<file path="src/design/period_timer_pkg.sv">
// Constants shared by the period timer design
// Functional notes
// - The timer ticks from the instruction clock, one pulse every four system clocks, into the prescaler.
// - Prescale select 00 divides by 1, 01 by 4, and 1x by 16.
// - Each prescaler pulse increments the 8-bit count from zero, always compared with the period.
// - When count equals period, the next increment returns the count to zero.
// - Every count/period match advances the postscaler by one.
// - Postscale select in control bits 6..3 gives ratio code+1, from 1:1 to 1:16.
// - Each postscaler output event sets the period event flag in the peripheral flag register; here a same-cycle control or count write blocks the set.
// - Any reset loads count with 00h and period with FFh.
// - Count and period registers are fully readable and writable at any time.
// - The timer runs only while the timer_on bit (control bit 2) is one.
// - Prescaler and postscaler counters clear on a count write, a control write, or any reset.
// - A control write leaves the count value unchanged.
// - Control bit 7 is unimplemented and reads as zero.
`default_nettype none
package period_timer_pkg;
  // Register addresses (word index on the register port)
  localparam logic [2:0] ADDR_CONTROL = 3'h0;
  localparam logic [2:0] ADDR_PERIOD = 3'h1;
  localparam logic [2:0] ADDR_COUNT = 3'h2;
  localparam logic [2:0] ADDR_FLAGS = 3'h3;
  localparam logic [2:0] ADDR_MASK = 3'h4;
  // Control field positions, and the flag bit in the flag and mask registers
  localparam int PRE_LSB = 0;
  localparam int ON_BIT = 2;
  localparam int POST_LSB = 3;
  localparam int FLAG_BIT = 1;
  // Reset values and the control write mask
  localparam logic [7:0] CONTROL_RST = 8'h00;
  localparam logic [7:0] PERIOD_RST = 8'hFF;
  localparam logic [7:0] COUNT_RST = 8'h00;
  localparam logic [7:0] CONTROL_WMASK = 8'h7F;
  // Timing counts
  localparam logic [1:0] INSTR_DIV = 2'h3;
  localparam logic [3:0] PRE_DIV4 = 4'h3;
  localparam logic [3:0] PRE_DIV16 = 4'hF;
endpackage
`default_nettype wire

</file>
<file path="src/design/instr_clock_gen.sv">
// Instruction clock tick generator, one pulse every four system clocks
`default_nettype none
module instr_clock_gen (
  // Clock and reset
  input wire logic mclk,
  input wire logic rst_n,
  // Tick out
  output logic tick
);
  import period_timer_pkg::*;

  typedef struct packed {
    logic [1:0] phase;
  } gen_state_t;

  gen_state_t st_r;
  gen_state_t st_nxt;

  // Free running quarter-rate phase counter
  always_comb begin
    st_nxt = st_r;
    st_nxt.phase = st_r.phase + 2'h1;
  end

  always_ff @(posedge mclk) begin
    if (!rst_n) begin
      st_r <= '0;
    end else begin
      st_r <= st_nxt;
    end
  end

  assign tick = (st_r.phase == INSTR_DIV);
endmodule
`default_nettype wire

</file>
<file path="src/design/period_timer.sv">
// Period timer with prescaler, period match and postscaler
//
// The address map and the plain strobed port were decided locally.
`default_nettype none
module period_timer (
  // Clock and reset
  input wire logic mclk,
  input wire logic rst_n,
  // Register port
  input wire logic [2:0] reg_addr,
  input wire logic [7:0] reg_wdata,
  input wire logic reg_wr,
  input wire logic reg_rd,
  output logic [7:0] reg_rdata,
  // Interrupt
  output logic irq
);
  import period_timer_pkg::*;

  typedef struct packed {
    logic [7:0] control;
    logic [7:0] period;
    logic [7:0] count;
    logic [3:0] pre_cnt;
    logic [3:0] post_cnt;
    logic flag;
    logic mask;
    logic [7:0] rdata;
  } timer_state_t;

  timer_state_t st_r;
  timer_state_t st_nxt;
  logic instr_tick;
  logic [3:0] pre_limit;
  logic pre_pulse;
  logic match;
  logic post_event;

  // Prescale division from the select code, less one
  function automatic logic [3:0] pre_last(input logic [1:0] sel);
    if (sel[1]) begin
      pre_last = PRE_DIV16;
    end else if (sel[0]) begin
      pre_last = PRE_DIV4;
    end else begin
      pre_last = 4'h0;
    end
  endfunction

  instr_clock_gen u_tick (
    .mclk(mclk),
    .rst_n(rst_n),
    .tick(instr_tick)
  );

  assign pre_limit = pre_last(st_r.control[PRE_LSB +: 2]);
  assign pre_pulse = instr_tick && st_r.control[ON_BIT] &&
                     (st_r.pre_cnt == pre_limit);
  assign match = (st_r.count == st_r.period);
  // Postscaler fires when its counter reaches the selected code
  assign post_event = pre_pulse && match &&
                      (st_r.post_cnt == st_r.control[POST_LSB +: 4]);

  // Next state: counting, register writes, flag and read data
  always_comb begin
    st_nxt = st_r;
    // Prescaler only moves while on; the control write that stops it also clears its phase
    if (instr_tick && st_r.control[ON_BIT]) begin
      if (st_r.pre_cnt == pre_limit) begin
        st_nxt.pre_cnt = 4'h0;
      end else begin
        st_nxt.pre_cnt = st_r.pre_cnt + 4'h1;
      end
    end
    if (pre_pulse) begin
      if (match) begin
        st_nxt.count = 8'h00;
        // Each match advances the postscaler
        if (post_event) begin
          st_nxt.post_cnt = 4'h0;
        end else begin
          st_nxt.post_cnt = st_r.post_cnt + 4'h1;
        end
      end else begin
        st_nxt.count = st_r.count + 8'h01;
      end
    end
    // Software writes take priority over counting
    if (reg_wr) begin
      case (reg_addr)
        ADDR_CONTROL: begin
          st_nxt.control = reg_wdata & CONTROL_WMASK;
          st_nxt.count = st_r.count;
          st_nxt.pre_cnt = 4'h0;
          st_nxt.post_cnt = 4'h0;
        end
        ADDR_PERIOD: begin
          st_nxt.period = reg_wdata;
        end
        ADDR_COUNT: begin
          st_nxt.count = reg_wdata;
          st_nxt.pre_cnt = 4'h0;
          st_nxt.post_cnt = 4'h0;
        end
        ADDR_FLAGS: begin
          // Write one clears; a simultaneous event still wins below
          if (reg_wdata[FLAG_BIT]) begin
            st_nxt.flag = 1'b0;
          end
        end
        ADDR_MASK: begin
          st_nxt.mask = reg_wdata[FLAG_BIT];
        end
        default: begin
        end
      endcase
    end
    // Event set beats clear, and a set flag stays set
    if (post_event && !(reg_wr && reg_addr == ADDR_CONTROL) &&
        !(reg_wr && reg_addr == ADDR_COUNT)) begin
      st_nxt.flag = 1'b1;
    end
    // Read data registered, valid the cycle after the strobe
    st_nxt.rdata = 8'h00;
    if (reg_rd) begin
      case (reg_addr)
        ADDR_CONTROL: st_nxt.rdata = st_r.control & CONTROL_WMASK;
        ADDR_PERIOD: st_nxt.rdata = st_r.period;
        ADDR_COUNT: st_nxt.rdata = st_r.count;
        ADDR_FLAGS: st_nxt.rdata = {6'h00, st_r.flag, 1'b0};
        ADDR_MASK: st_nxt.rdata = {6'h00, st_r.mask, 1'b0};
        default: st_nxt.rdata = 8'h00;
      endcase
    end
  end

  // State register with synchronous reset
  always_ff @(posedge mclk) begin
    if (!rst_n) begin
      st_r.control <= CONTROL_RST;
      st_r.period <= PERIOD_RST;
      st_r.count <= COUNT_RST;
      st_r.pre_cnt <= 4'h0;
      st_r.post_cnt <= 4'h0;
      st_r.flag <= 1'b0;
      st_r.mask <= 1'b0;
      st_r.rdata <= 8'h00;
    end else begin
      st_r <= st_nxt;
    end
  end

  assign reg_rdata = st_r.rdata;
  assign irq = st_r.flag & st_r.mask;
endmodule
`default_nettype wire

</file>
<file path="config.mk">
export PLATFORM = sky130hd
export DESIGN_NAME = period_timer
export DESIGN_NICKNAME = d
export VERILOG_FILES = /design/src/design/period_timer_pkg.sv /design/src/design/instr_clock_gen.sv /design/src/design/period_timer.sv
export SDC_FILE = /design/constraint.sdc
export NUM_CORES = 1
export LEC_CHECK = 0
export BUFFER_PORTS_ARGS = -buffer_cell sky130_fd_sc_hd__buf_2
export CAP_MARGIN = 0
export CORE_UTILIZATION = 58
export DETAILED_ROUTE_END_ITERATION = 8
export PLACE_DENSITY_LB_ADDON = 0.15
export SYNTH_ARGS = -nofsm -noshare
export SYNTH_HDL_FRONTEND = slang
export SYNTH_SLANG_ARGS = --single-unit
</file>
<file path="constraint.sdc">
create_clock -name mclk -period 2.15 [get_ports mclk]
set_input_delay 0.43 -clock mclk [delete_from_list [all_inputs] [get_ports mclk]]
set_output_delay 0.43 -clock mclk [all_outputs]
set_load 0.02 [all_outputs]
</file>
==> results of run 1 <==
[cells by family (layout without fill, tap and decap cells)]
family | Yosys count | after routing | share of synthesized area, %
and+or+nand+nor | 124 | 124 | 26.5
AOI/OAI and AO/OA | 55 | 55 | 15.4
DFF | 43 | 43 | 38.0
buffers and inverters | 24 | 46 | 5.36
xor gates and xnor gates | 21 | 21 | 8.12
muxes | 10 | 10 | 4.48
adders and majority gates | 4 | 4 | 2.21
[final cells by class]
type,count,area share (%)
tap,48,2.38
multi-input combinational,214,50.7
inverter,1,0.149
sequential,43,34.1
timing repair buffer,37,8.71
clock buffer,8,3.96
[layer usage]
metal | routed length, um | up-vias
met2 | 2450 | 54
met4 | 97 | 0
li1 | - | 997
met1 | 2390 | 912
met3 | 240 | 8
met5 | 0 | -
[per-stage QoR]
step	area (sq um)	worst slack, ns	hold slack, ns	instances
after floorplan	2260	0.256	0.398	281
after global placement	2430	0.181	0.409	343
after detailed placement	2430	0.149	0.411	343
after CTS	2530	0.136	0.365	351
after global routing	2530	0.0361	0.377	351
final	2530	0.132	0.371	351
[sequential cells by signal (all words and copies together) (netlist names)]
signal	count
u_tick.st_r	2
reg_rdata	8
st_r	33
[critical path, stage by stage, from the launching register on]
cell       delay (ns)
dfxtp_1          0.36
or3_4            0.39
a2111oi_4        0.53
o211ai_2         0.16
or3b_1           0.38
a21oi_2          0.13
[power breakdown]
group / switching (mW) / internal, mW / leakage (nW)
sequential: 0.0235 / 0.818 / 0.349
combinational: 0.0916 / 0.0672 / 0.655
clock: 0.267 / 0.293 / 0.0515
[synthesized netlist by cell type (2+ instances only)]
cell and count:
nor2_1 25, a31oi_1 2, o2111ai_1 3, dfxtp_1 43
nor2b_1 4, or3b_1 2, nand3_1 24, nor4_1 3
nand2_1 44, a21boi_0 7, mux2i_1 9, and2_1 5
o21ai_1 3, ha_1 4, or2_2 3, clkbuf_1 13
nand2b_1 3, nand3b_1 2, xor2_1 14, buf_4 8
xnor2_1 7, o21ai_0 13, nor3_2 2, a21oi_1 20
o22ai_1 2, o211ai_1 2
[how the worst max path moves through the flow]
stage                     slack (ns)  cells past startpoint                 from               endpoint
after global placement          0.18                      5  st_r[14]$_SDFF_PN0_    st_r[11]$_SDFF_PN0_
after global routing            0.04                      6  st_r[14]$_SDFF_PN0_  st_r[20]$_SDFFE_PN0N_
after floorplan                 0.26                      5  st_r[14]$_SDFF_PN0_    st_r[11]$_SDFF_PN0_
after detailed placement        0.15                      5  st_r[14]$_SDFF_PN0_    st_r[11]$_SDFF_PN0_
final                           0.13                      5  st_r[14]$_SDFF_PN0_    st_r[11]$_SDFF_PN0_
after CTS                       0.14                      5  st_r[14]$_SDFF_PN0_    st_r[11]$_SDFF_PN0_
[layout by cell type (no fill, tap or decap), types with 2 or more instances in the layout]
cell type,n
and2_1,5
buf_2,23
xor2_1,14
buf_4,14
xnor2_1,7
nor3_2,2
or2_2,3
mux2i_1,9
o211ai_1,2
or3b_1,2
nand2b_1,3
nand2_1,44
dfxtp_1,43
o21ai_0,13
ha_1,4
nand3b_1,2
o2111ai_1,3
nand3_1,24
nor2_1,25
clkbuf_8,7
a21oi_1,20
a21boi_0,7
nor2b_1,4
nor4_1,3
o21ai_1,3
a31oi_1,2
o22ai_1,2
==> summary.md, run 1 <==
| Metric | Value |
|---|---|
| Run status | finished clean |
| Final min period | 2.02 ns |
| Cell Area, Synth | 2260 sq um |
| Gpl congestion | 0.872 |
| Synth Instances | around 280 |
| Hold EP | reg_rdata[1]$_SDFF_PN0_ |
| Grt ovf | 0 |
| Die area | 4160 sq um |
| Fin crit share | 93.9% |
| DRT iter0 DRCs | 151 |
| Area leader, netlist | dfxtp_1 |
| Die height | ~64 um |
| Top_reg_cell synth | dfxtp_1 |
| Hold path depth | 3 |
| Ant. Diodes | 0 |
| RSZ-0062 raised after global routing | no |
| Gr busiest metal | met2 |
| Met2 GRT Util | 43.7% |
| Io pins | 24 |
| Max Root-Sink Buffers | 2 |
| Design Power | 1.56 mW |
| Setup TNS | 0 ns |
| Fin. Hold Viols | 0 |
| Area grow syn2layout | 11.6% |
| Post-CTS Resized | 0 |
| Crit path required time | 2.38 ns |
| Max-slew headroom | 62.4% |
| Port Buf Inserts | 23 |
| Synth top area cells | dfxtp_1 (38%), nand2_1 (7.3%), xor2_1 (5.4%) |
| Worst hold path class | input pin to flip-flop |
| Worst r2r path cells | 5 |
| Post-synthesis sequential area ratio | 38.0% |
| Ys async rst share | 0% |
| DR vias/cell | 5.62 |
| # DRC | 0 |
| Std-Cell Rows | 22 |
| Mean Syn Cell Area | 8.06 sq um |
| Fmax | 0.495 GHz |
| Post-synth EDFFs | 0 |
| Hold_buf cts | 0 |
| CP Capture Type | flip-flop |
| Yosys top cell area share | a little under two fifths |
| Peak supply drop | 0.317 mV |
| Met3 usage | 5.81% |
| Register area | 861 sq um |
| Vias in the first global route | 1,777 |
| Final net count | 321 |
| CTS buffer count | 5 |
| RR Startpoint | st_r[14]$_SDFF_PN0_ |
| Antenna-violating nets left | 0 |
| Total wire length | 5180 um |
| Gr usage total | 27.2% |
| CP Class | flip-flop to flip-flop |
| Layout cells sized above 1 | 18.5% |
| DR WL/cell | 14.8 um |
| Startpoint types | flip-flop |
| Largest net degree at the start of global routing | 22 |
| Multi-input logic area | 1280 sq um |
| DP HPWL | 3820 um |
| Starting Density | 60.9% |
| Routed vias | 1,971 |
| GR Util met1 | 35.9% |
| PwrDens | 617 nW/um^2 |
| Slew Limit Fails | 0 |
| Syn_nets | 300 |
| Least-Margin Pin Slew | 0.563 ns |
| Max_cap viols | 0 |
| Setup Viol. Count Final | 0 |
| Clock-pin slew on the worst setup and hold paths | about 0.080 ns |
| Hold path startpoint | reg_rd |
| Core footprint | 3720 sq um |
| Die Width | 64.5 um |
| Worst path arrival time | 2.25 ns |
| Fill cells | 335 |
| Global-route wire length before repair | roughly 8500 um |
| Critical R2R Capture | st_r[11]$_SDFF_PN0_ |
| Synth warn | 0 |
| Clock Skew | 0.0101 ns |
| Drt pass-1 iters | 4 |
| CTS tree | built |
| R2R setup slack | 0.13 ns |
| Synth cell types | 40 |
| Clk_lat worst skew | 0.30 ns |
| CP max FO | 6 |
| #FFs+latches synth | 43 |
| CTS sink cnt | 43 |
| Root Driver | clkbuf_8 |
| H-tree lvl count | 2 |
| Initial antenna violation count | 0 |
| Setup bufs post-CTS | 0 |
| Finished Core Util | 68.0% |
| Leak | 1.06 nW |
(Power assumes the default switching activity.)
==> run 2: changes to the inputs <==
--- a/config.mk
+++ b/config.mk
@@ -5,10 +5,10 @@
 export SDC_FILE = /design/constraint.sdc
 export NUM_CORES = 1
 export LEC_CHECK = 0
-export BUFFER_PORTS_ARGS = -buffer_cell sky130_fd_sc_hd__buf_2
 export CAP_MARGIN = 0
-export CORE_UTILIZATION = 58
+export CORE_UTILIZATION = 60
 export DETAILED_ROUTE_END_ITERATION = 8
+export DONT_BUFFER_PORTS = 1
 export PLACE_DENSITY_LB_ADDON = 0.15
 export SYNTH_ARGS = -nofsm -noshare
 export SYNTH_HDL_FRONTEND = slang
==> run 2 against run 1 <==
  * Worst setup slack better by 0.035 ns
  * Flip-flop and latch count unchanged
  * Register-to-register slack better by 0.03 ns
  * Highest routed layer unchanged
  * Fmax up 1.7%
  * Die area down 3.2%
  * Largest power group unchanged
  * Sequential power up 0.5%
  * Critical path type unchanged
  * Power up 8.5%
==> summary.md, run 2 (synthesis gave the netlist of run 1 again) <==
| Metric | Value |
|---|---|
| Run status | finished clean |
| CTS buffer count | 5 (unchanged) |
| DR vias/cell | 5.91 (+5.3%) |
| Max_cap viols | 0 (unchanged) |
| Antenna-violating nets left | 0 (unchanged) |
| Total wire length | 5070 um (-2.1%) |
| Peak supply drop | 0.402 mV (+27%) |
| Largest register FFs | 33 (unchanged) |
| Slowest stage delay, CP | 0.39 ns (-0.14 ns) |
| Port Buf Inserts | 0 (-100%) |
| Design Power | 1.69 mW (+8.5%) |
| CTS sink cnt | 43 (unchanged) |
| Clock-pin slew on the worst setup and hold paths | 0.08 ns (about the same) |
| Fin crit share | 92.3% (-1.6 points) |
| Final WS setup | 0.166 ns (+0.0346 ns) |
| CTS tree | built |
| Placed cells | 315 (-8.2%) |
| Clock power frac | 43.4% (+7.5 points) |
| Pint | 1.34 mW (+13%) |
| Gr usage total | 27.2% (about the same) |
| Crit path required time | 2.37 ns (about the same) |
| Comb pwr share | 6.6% (-3.6 points) |
| Largest Register | st_r |
| Final min period | 1.98 ns (-0.0346 ns) |
| Std-Cell Rows | 21 (-4.5%) |
| Setup bufs post-CTS | 0 (unchanged) |
| Io pins | 24 (unchanged) |
| Post-CTS Resized | 0 (unchanged) |
| Area grow syn2layout | 6.85% |
| Grt ovf | 0 (unchanged) |
| Hold_buf cts | 0 (unchanged) |
| Finished Layout Cells | 323 (-8.0%) |
| Global-route wire length before repair | 8560 um (+0.40%) |
| RSZ-0062 raised after global routing | no |
| Gpl congestion | 0.924 (+5.9%) |
| CP Class | flip-flop to flip-flop |
| Worst hold path class | input pin to flip-flop |
| Fill cells | 316 (-5.7%) |
| Max Root-Sink Buffers | 2 (unchanged) |
| Fmax | 0.504 GHz (+1.7%) |
| Switching power | 0.356 mW (-6.7%) |
| DP Area | 2290 sq um (-5.8%) |
| Clock Skew | 0.00536 ns (-0.00471 ns) |
| Drt pass-1 iters | 4 (unchanged) |
| CP max FO | 7 (+1) |
| Multi-input logic area | 1280 sq um (unchanged) |
| Pre-CTS setup slack | 0.154 ns (+0.00496 ns) |
| DR WL/cell | 15.7 um (+6.4%) |
| Startpoint types | flip-flop |
| Register area | 861 sq um (unchanged) |
| Die Width | 63.4 um (-1.6%) |
| Setup Viol. Count Final | 0 (unchanged) |
| Post-route cell area | 2420 sq um (-4.3%) |
| Switching portion of total power | 21.1% (-3.4 points) |
| Crit path cell chain | or3_4 > a2111oi_4 > buf_4 > nor2_2 > or3b_1 > a31oi_1 |
| DRT iter0 DRCs | 53 (-65%) |
| Slew Limit Fails | 0 (unchanged) |
| Routed vias | 1,909 (-3.1%) |
| Core footprint | 3470 sq um (-6.7%) |
| CP delay by family, top | simple AND/OR/NAND/NOR gates |
| Leak | 0.951 nW (-9.9%) |
| Max-slew headroom | 58.2% (-4.2 points) |
| Starting Density | 65.3% (+4.4 points) |
| Ant. Diodes | 0 (unchanged) |
| Root Driver | clkbuf_8 |
| Setup TNS | 0 ns (unchanged) |
| # DRC | 0 (unchanged) |
| Commonest cells after routing, fill and taps aside | nand2_1 (44), dfxtp_1 (43), nor2_1 (25) |
| PwrDens | 699 nW/um^2 (+13%) |
| Vias in the first global route | 1,833 (+3.2%) |
| Largest net degree at the start of global routing | 32 (+45%) |
| Final net count | 295 (-8.1%) |
| Layout cells sized above 1 | 10.8% (-7.7 points) |
| Crit path buf inv count | 1 (+1) |
| Worst path arrival time | 2.20 ns (-0.05 ns) |
| Least-Margin Pin Slew | 0.625 ns (+0.0623 ns) |
| Die height | 63.4 um (-1.6%) |
| DP HPWL | 3660 um (-4.2%) |
| Most common cell after layout, fill and taps aside | nand2_1 |
| Die area | 4020 sq um (-3.2%) |
| Sequential share of power | 49.9% (-4.0 points) |
| Slowest CP cell | or3_4 |
| Clk_lat worst skew | 0.29 ns (about the same) |
| CP Capture Type | flip-flop |
| Initial antenna violation count | 0 (unchanged) |
| H-tree lvl count | 2 (unchanged) |
| Fin. Hold Viols | 0 (unchanged) |
==> run 2: power groups by stage <==
stage | Sequential, mW | Combinational, mW | Clock (mW)
after floorplan | 0.851 | 0.110 | 0
after global placement | 0.863 | 0.108 | 0
after detailed placement | 0.863 | 0.110 | 0
after CTS | 0.844 | 0.112 | 0.743
after global routing | 0.848 | 0.126 | 0.774
final | 0.845 | 0.112 | 0.735
==> run 2: area by class of cell <==
class / instances / share of cell area [%]
Clock buffer: 6 / 3.00
Clock inverter: 2 / 2.48
Inverter: 1 / 0.155
Multi-Input combinational cell: 214 / 53.0
Sequential cell: 43 / 35.6
Tap cell: 46 / 2.38
Timing Repair Buffer: 11 / 3.41
==> run 2: per-layer routing <==
layer / share of wire (%) / track usage (%) / vias to the layer above
li1: - / - / 942
met1: 47 / 35.2 / 912
met2: 47 / 45.1 / 46
met3: 4.8 / 4.53 / 9
met4: 1.4 / 9.94 / 0
met5: 0 / 0 / -
==> run 2: worst paths after layout <==
kind / from / cells after the start / slack [ns] / endpoint
setup / recovery: st_r[14]$_SDFF_PN0_ / 6 / 0.17 / st_r[18]$_SDFFE_PN0N_
hold / removal: rst_n / 1 / 0.21 / st_r[27]$_SDFFE_PN1P_
setup reg to reg: st_r[14]$_SDFF_PN0_ / 6 / 0.17 / st_r[18]$_SDFFE_PN0N_
hold reg to reg: u_tick.st_r[0]$_SDFF_PN0_ / 1 / 0.43 / u_tick.st_r[0]$_SDFF_PN0_
==> run 2: through the flow <==
| stage | utilization (%) | hold slack [ns] |
|---|---|---|
| after floorplan | - | 0.398 |
| after CTS | 69.8 | 0.209 |
| after detailed placement | 65.9 | 0.421 |
| final | 69.8 | 0.213 |
| after global placement | 65.9 | 0.411 |
| after global routing | 69.8 | 0.203 |
==> run 3: changes to the inputs <==
--- a/config.mk
+++ b/config.mk
@@ -7,6 +7,7 @@
 export LEC_CHECK = 0
 export CAP_MARGIN = 0
 export CORE_UTILIZATION = 60
+export CTS_CLUSTER_SIZE = 28
 export DETAILED_ROUTE_END_ITERATION = 8
 export DONT_BUFFER_PORTS = 1
 export PLACE_DENSITY_LB_ADDON = 0.15
==> constraint.sdc (replaced) <==
create_clock -name mclk -period 2.2 [get_ports mclk]
set_input_delay 0.44 -clock mclk [delete_from_list [all_inputs] [get_ports mclk]]
set_output_delay 0.44 -clock mclk [all_outputs]
set_load 0.02 [all_outputs]
==> run 3 against run 2 <==
  * Design area shrank 1.2%
  * Power is 14% lower
  * Clock power is 31% lower
  * Utilization down 0.87 points
  * Final cell count increased by 0.31%
  * Largest cell class unchanged
  * Largest power group unchanged
==> summary.md, run 3 (synthesis gave the netlist of run 1 again) <==
| Metric | Value |
|---|---|
| CP Capture Type | flip-flop |
| Clk_lat worst skew | 0.30 ns (about the same) |
| PwrDens | 606 nW/um^2 (-13%) |
| Largest Register | st_r |
| Clock-pin slew on the worst setup and hold paths | 0.08 ns (about the same) |
| Hold_buf cts | 0 (unchanged) |
| Max Root-Sink Buffers | 2 (unchanged) |
| Io pins | 24 (unchanged) |
| Global-route wire length before repair | 8670 um (+1.2%) |
| Ant. Diodes | 0 (unchanged) |
| Clock Skew | 0.00832 ns (+0.00296 ns) |
| Worst path arrival time | 2.20 ns (about the same) |
| CP Class | flip-flop to flip-flop |
| Layout cells sized above 1 | 11.5% (+0.68 points) |
| Worst r2r path cells | 6 (unchanged) |
| Peak supply drop | 0.417 mV (+3.7%) |
| Commonest cells after routing, fill and taps aside | nand2_1 (44), dfxtp_1 (43), nor2_1 (25) |
| Area grow syn2layout | 5.52% |
| Fin. Hold Viols | 0 (unchanged) |
| Slew Limit Fails | 0 (unchanged) |
| Leak | 0.945 nW (-0.67%) |
| Final net count | 297 (+0.68%) |
| CP max FO | 7 (unchanged) |
| Setup TNS | 0 ns (unchanged) |
| # DRC | 0 (unchanged) |
| Setup bufs post-CTS | 0 (unchanged) |
| Hold EP | st_r[27]$_SDFFE_PN1P_ |
| Die height | 63.4 um (unchanged) |
| Gr usage total | 27.9% (+0.64 points) |
| Final min period | 1.97 ns (-0.0184 ns) |
| Drt pass-1 iters | 4 (unchanged) |
| Hold path depth | 1 (unchanged) |
| RR Startpoint | st_r[14]$_SDFF_PN0_ |
| CTS tree | built |
| Die Width | 63.4 um (unchanged) |
| Core footprint | 3470 sq um (unchanged) |
| Startpoint types | flip-flop |
| Port Buf Inserts | 0 (unchanged) |
| RSZ-0062 raised after global routing | no |
| Final WS setup | 0.235 ns (+0.0684 ns) |
| Critical R2R Capture | st_r[18]$_SDFFE_PN0N_ |
| Std-Cell Rows | 21 (unchanged) |
| CTS buffer count | 5 (unchanged) |
| Pre-CTS setup slack | 0.245 ns (+0.0915 ns) |
| Least-Margin Pin Slew | 0.651 ns (+0.0260 ns) |
| Routed vias | 1,915 (+0.31%) |
| Total wire length | 5130 um (+1.1%) |
| Max-slew headroom | 56.5% (-1.7 points) |
| R2R setup slack | 0.23 ns (+0.07 ns) |
| DR WL/cell | 15.8 um (+0.77%) |
| Grt ovf | 0 (unchanged) |
| Max_cap viols | 0 (unchanged) |
| Antenna-violating nets left | 0 (unchanged) |
| Starting Density | 65.3% (unchanged) |
| Post-CTS Resized | 0 (unchanged) |
| Most common cell after layout, fill and taps aside | nand2_1 |
| Setup Viol. Count Final | 0 (unchanged) |
| Fin crit share | 89.3% (-2.9 points) |
| Worst hold path class | input pin to flip-flop |
| Fmax | 0.509 GHz (+0.94%) |
| Crit path required time | 2.43 ns (+0.06 ns) |
| Gpl congestion | 0.882 (-4.5%) |
| Design Power | 1.45 mW (-14%) |
| Post-route cell area | 2390 sq um (-1.2%) |
| Initial antenna violation count | 0 (unchanged) |
| Largest net degree at the start of global routing | 32 (unchanged) |
| Hold path startpoint | rst_n |
| DP HPWL | 3720 um (+1.6%) |
| DP Area | 2300 sq um (+0.66%) |
| DR vias/cell | 5.91 (about the same) |
| CTS sink cnt | 43 (unchanged) |
| Die area | 4020 sq um (unchanged) |
| Root Driver | clkbuf_8 |
| Run status | finished clean |
| H-tree lvl count | 2 (unchanged) |
| Largest register FFs | 33 (unchanged) |
| Vias in the first global route | 1,854 (+1.1%) |
| Worst Hold Slack | 0.216 ns (+0.00304 ns) |
| DRT iter0 DRCs | 175 (+230%) |
==> run 3: cell types whose count changed in the layout (fill, tap and decap cells not counted), sizes merged <==
cell,change
clkinv,+1
buf,+2
bufinv,-2
==> run 3: worst max-delay path, stage by stage (launching register included) <==
cell       delay (ns)
dfxtp_1          0.36
or3_4            0.39
a2111oi_4        0.39
buf_4            0.20
nor2_2           0.06
or3b_1           0.35
a31oi_1          0.15
==> run 3: how the worst max path moves through the flow <==
stage	start	to	slack (ns)
floorplan	st_r[14]$_SDFF_PN0_	st_r[11]$_SDFF_PN0_	0.31
global placement	st_r[14]$_SDFF_PN0_	st_r[18]$_SDFFE_PN0N_	0.28
detailed placement	st_r[14]$_SDFF_PN0_	st_r[18]$_SDFFE_PN0N_	0.24
CTS	st_r[14]$_SDFF_PN0_	st_r[18]$_SDFFE_PN0N_	0.23
global route	u_tick.st_r[0]$_SDFF_PN0_	st_r[18]$_SDFFE_PN0N_	0.12
finish	st_r[14]$_SDFF_PN0_	st_r[18]$_SDFFE_PN0N_	0.23
==> run 3: layer usage <==
metal	global-route usage [%]	share of wire [%]
met2	43.8	46
met1	36.8	45
met5	0	0
met3	5.98	6.6
met4	11.4	2.4
==> run 3: final cells by class <==
cell class | count | area, sq um
clock buffers | 6 | 82.6
clock inverters | 1 | 5.00
fillers | 299 | 1080
inverters | 1 | 3.75
multi-input cells | 214 | 1280
flip-flops and latches | 43 | 861
well taps | 46 | 57.6
repair buffers | 13 | 97.6
==> run 3: metrics by stage <==
stage | instances | utilization, %
2_1_floorplan | 281 | -
3_3_place_gp | 317 | 66.4
3_5_place_dp | 317 | 66.4
4_1_cts | 324 | 68.9
5_1_grt | 324 | 68.9
6_report | 324 | 68.9
==> run 3: power breakdown <==
group	internal, mW	switching, mW	leakage [nW]
clock	0.246	0.262	0.0470
combinational	0.0549	0.0618	0.548
sequential	0.799	0.0239	0.349
total	1.10	0.348	0.945
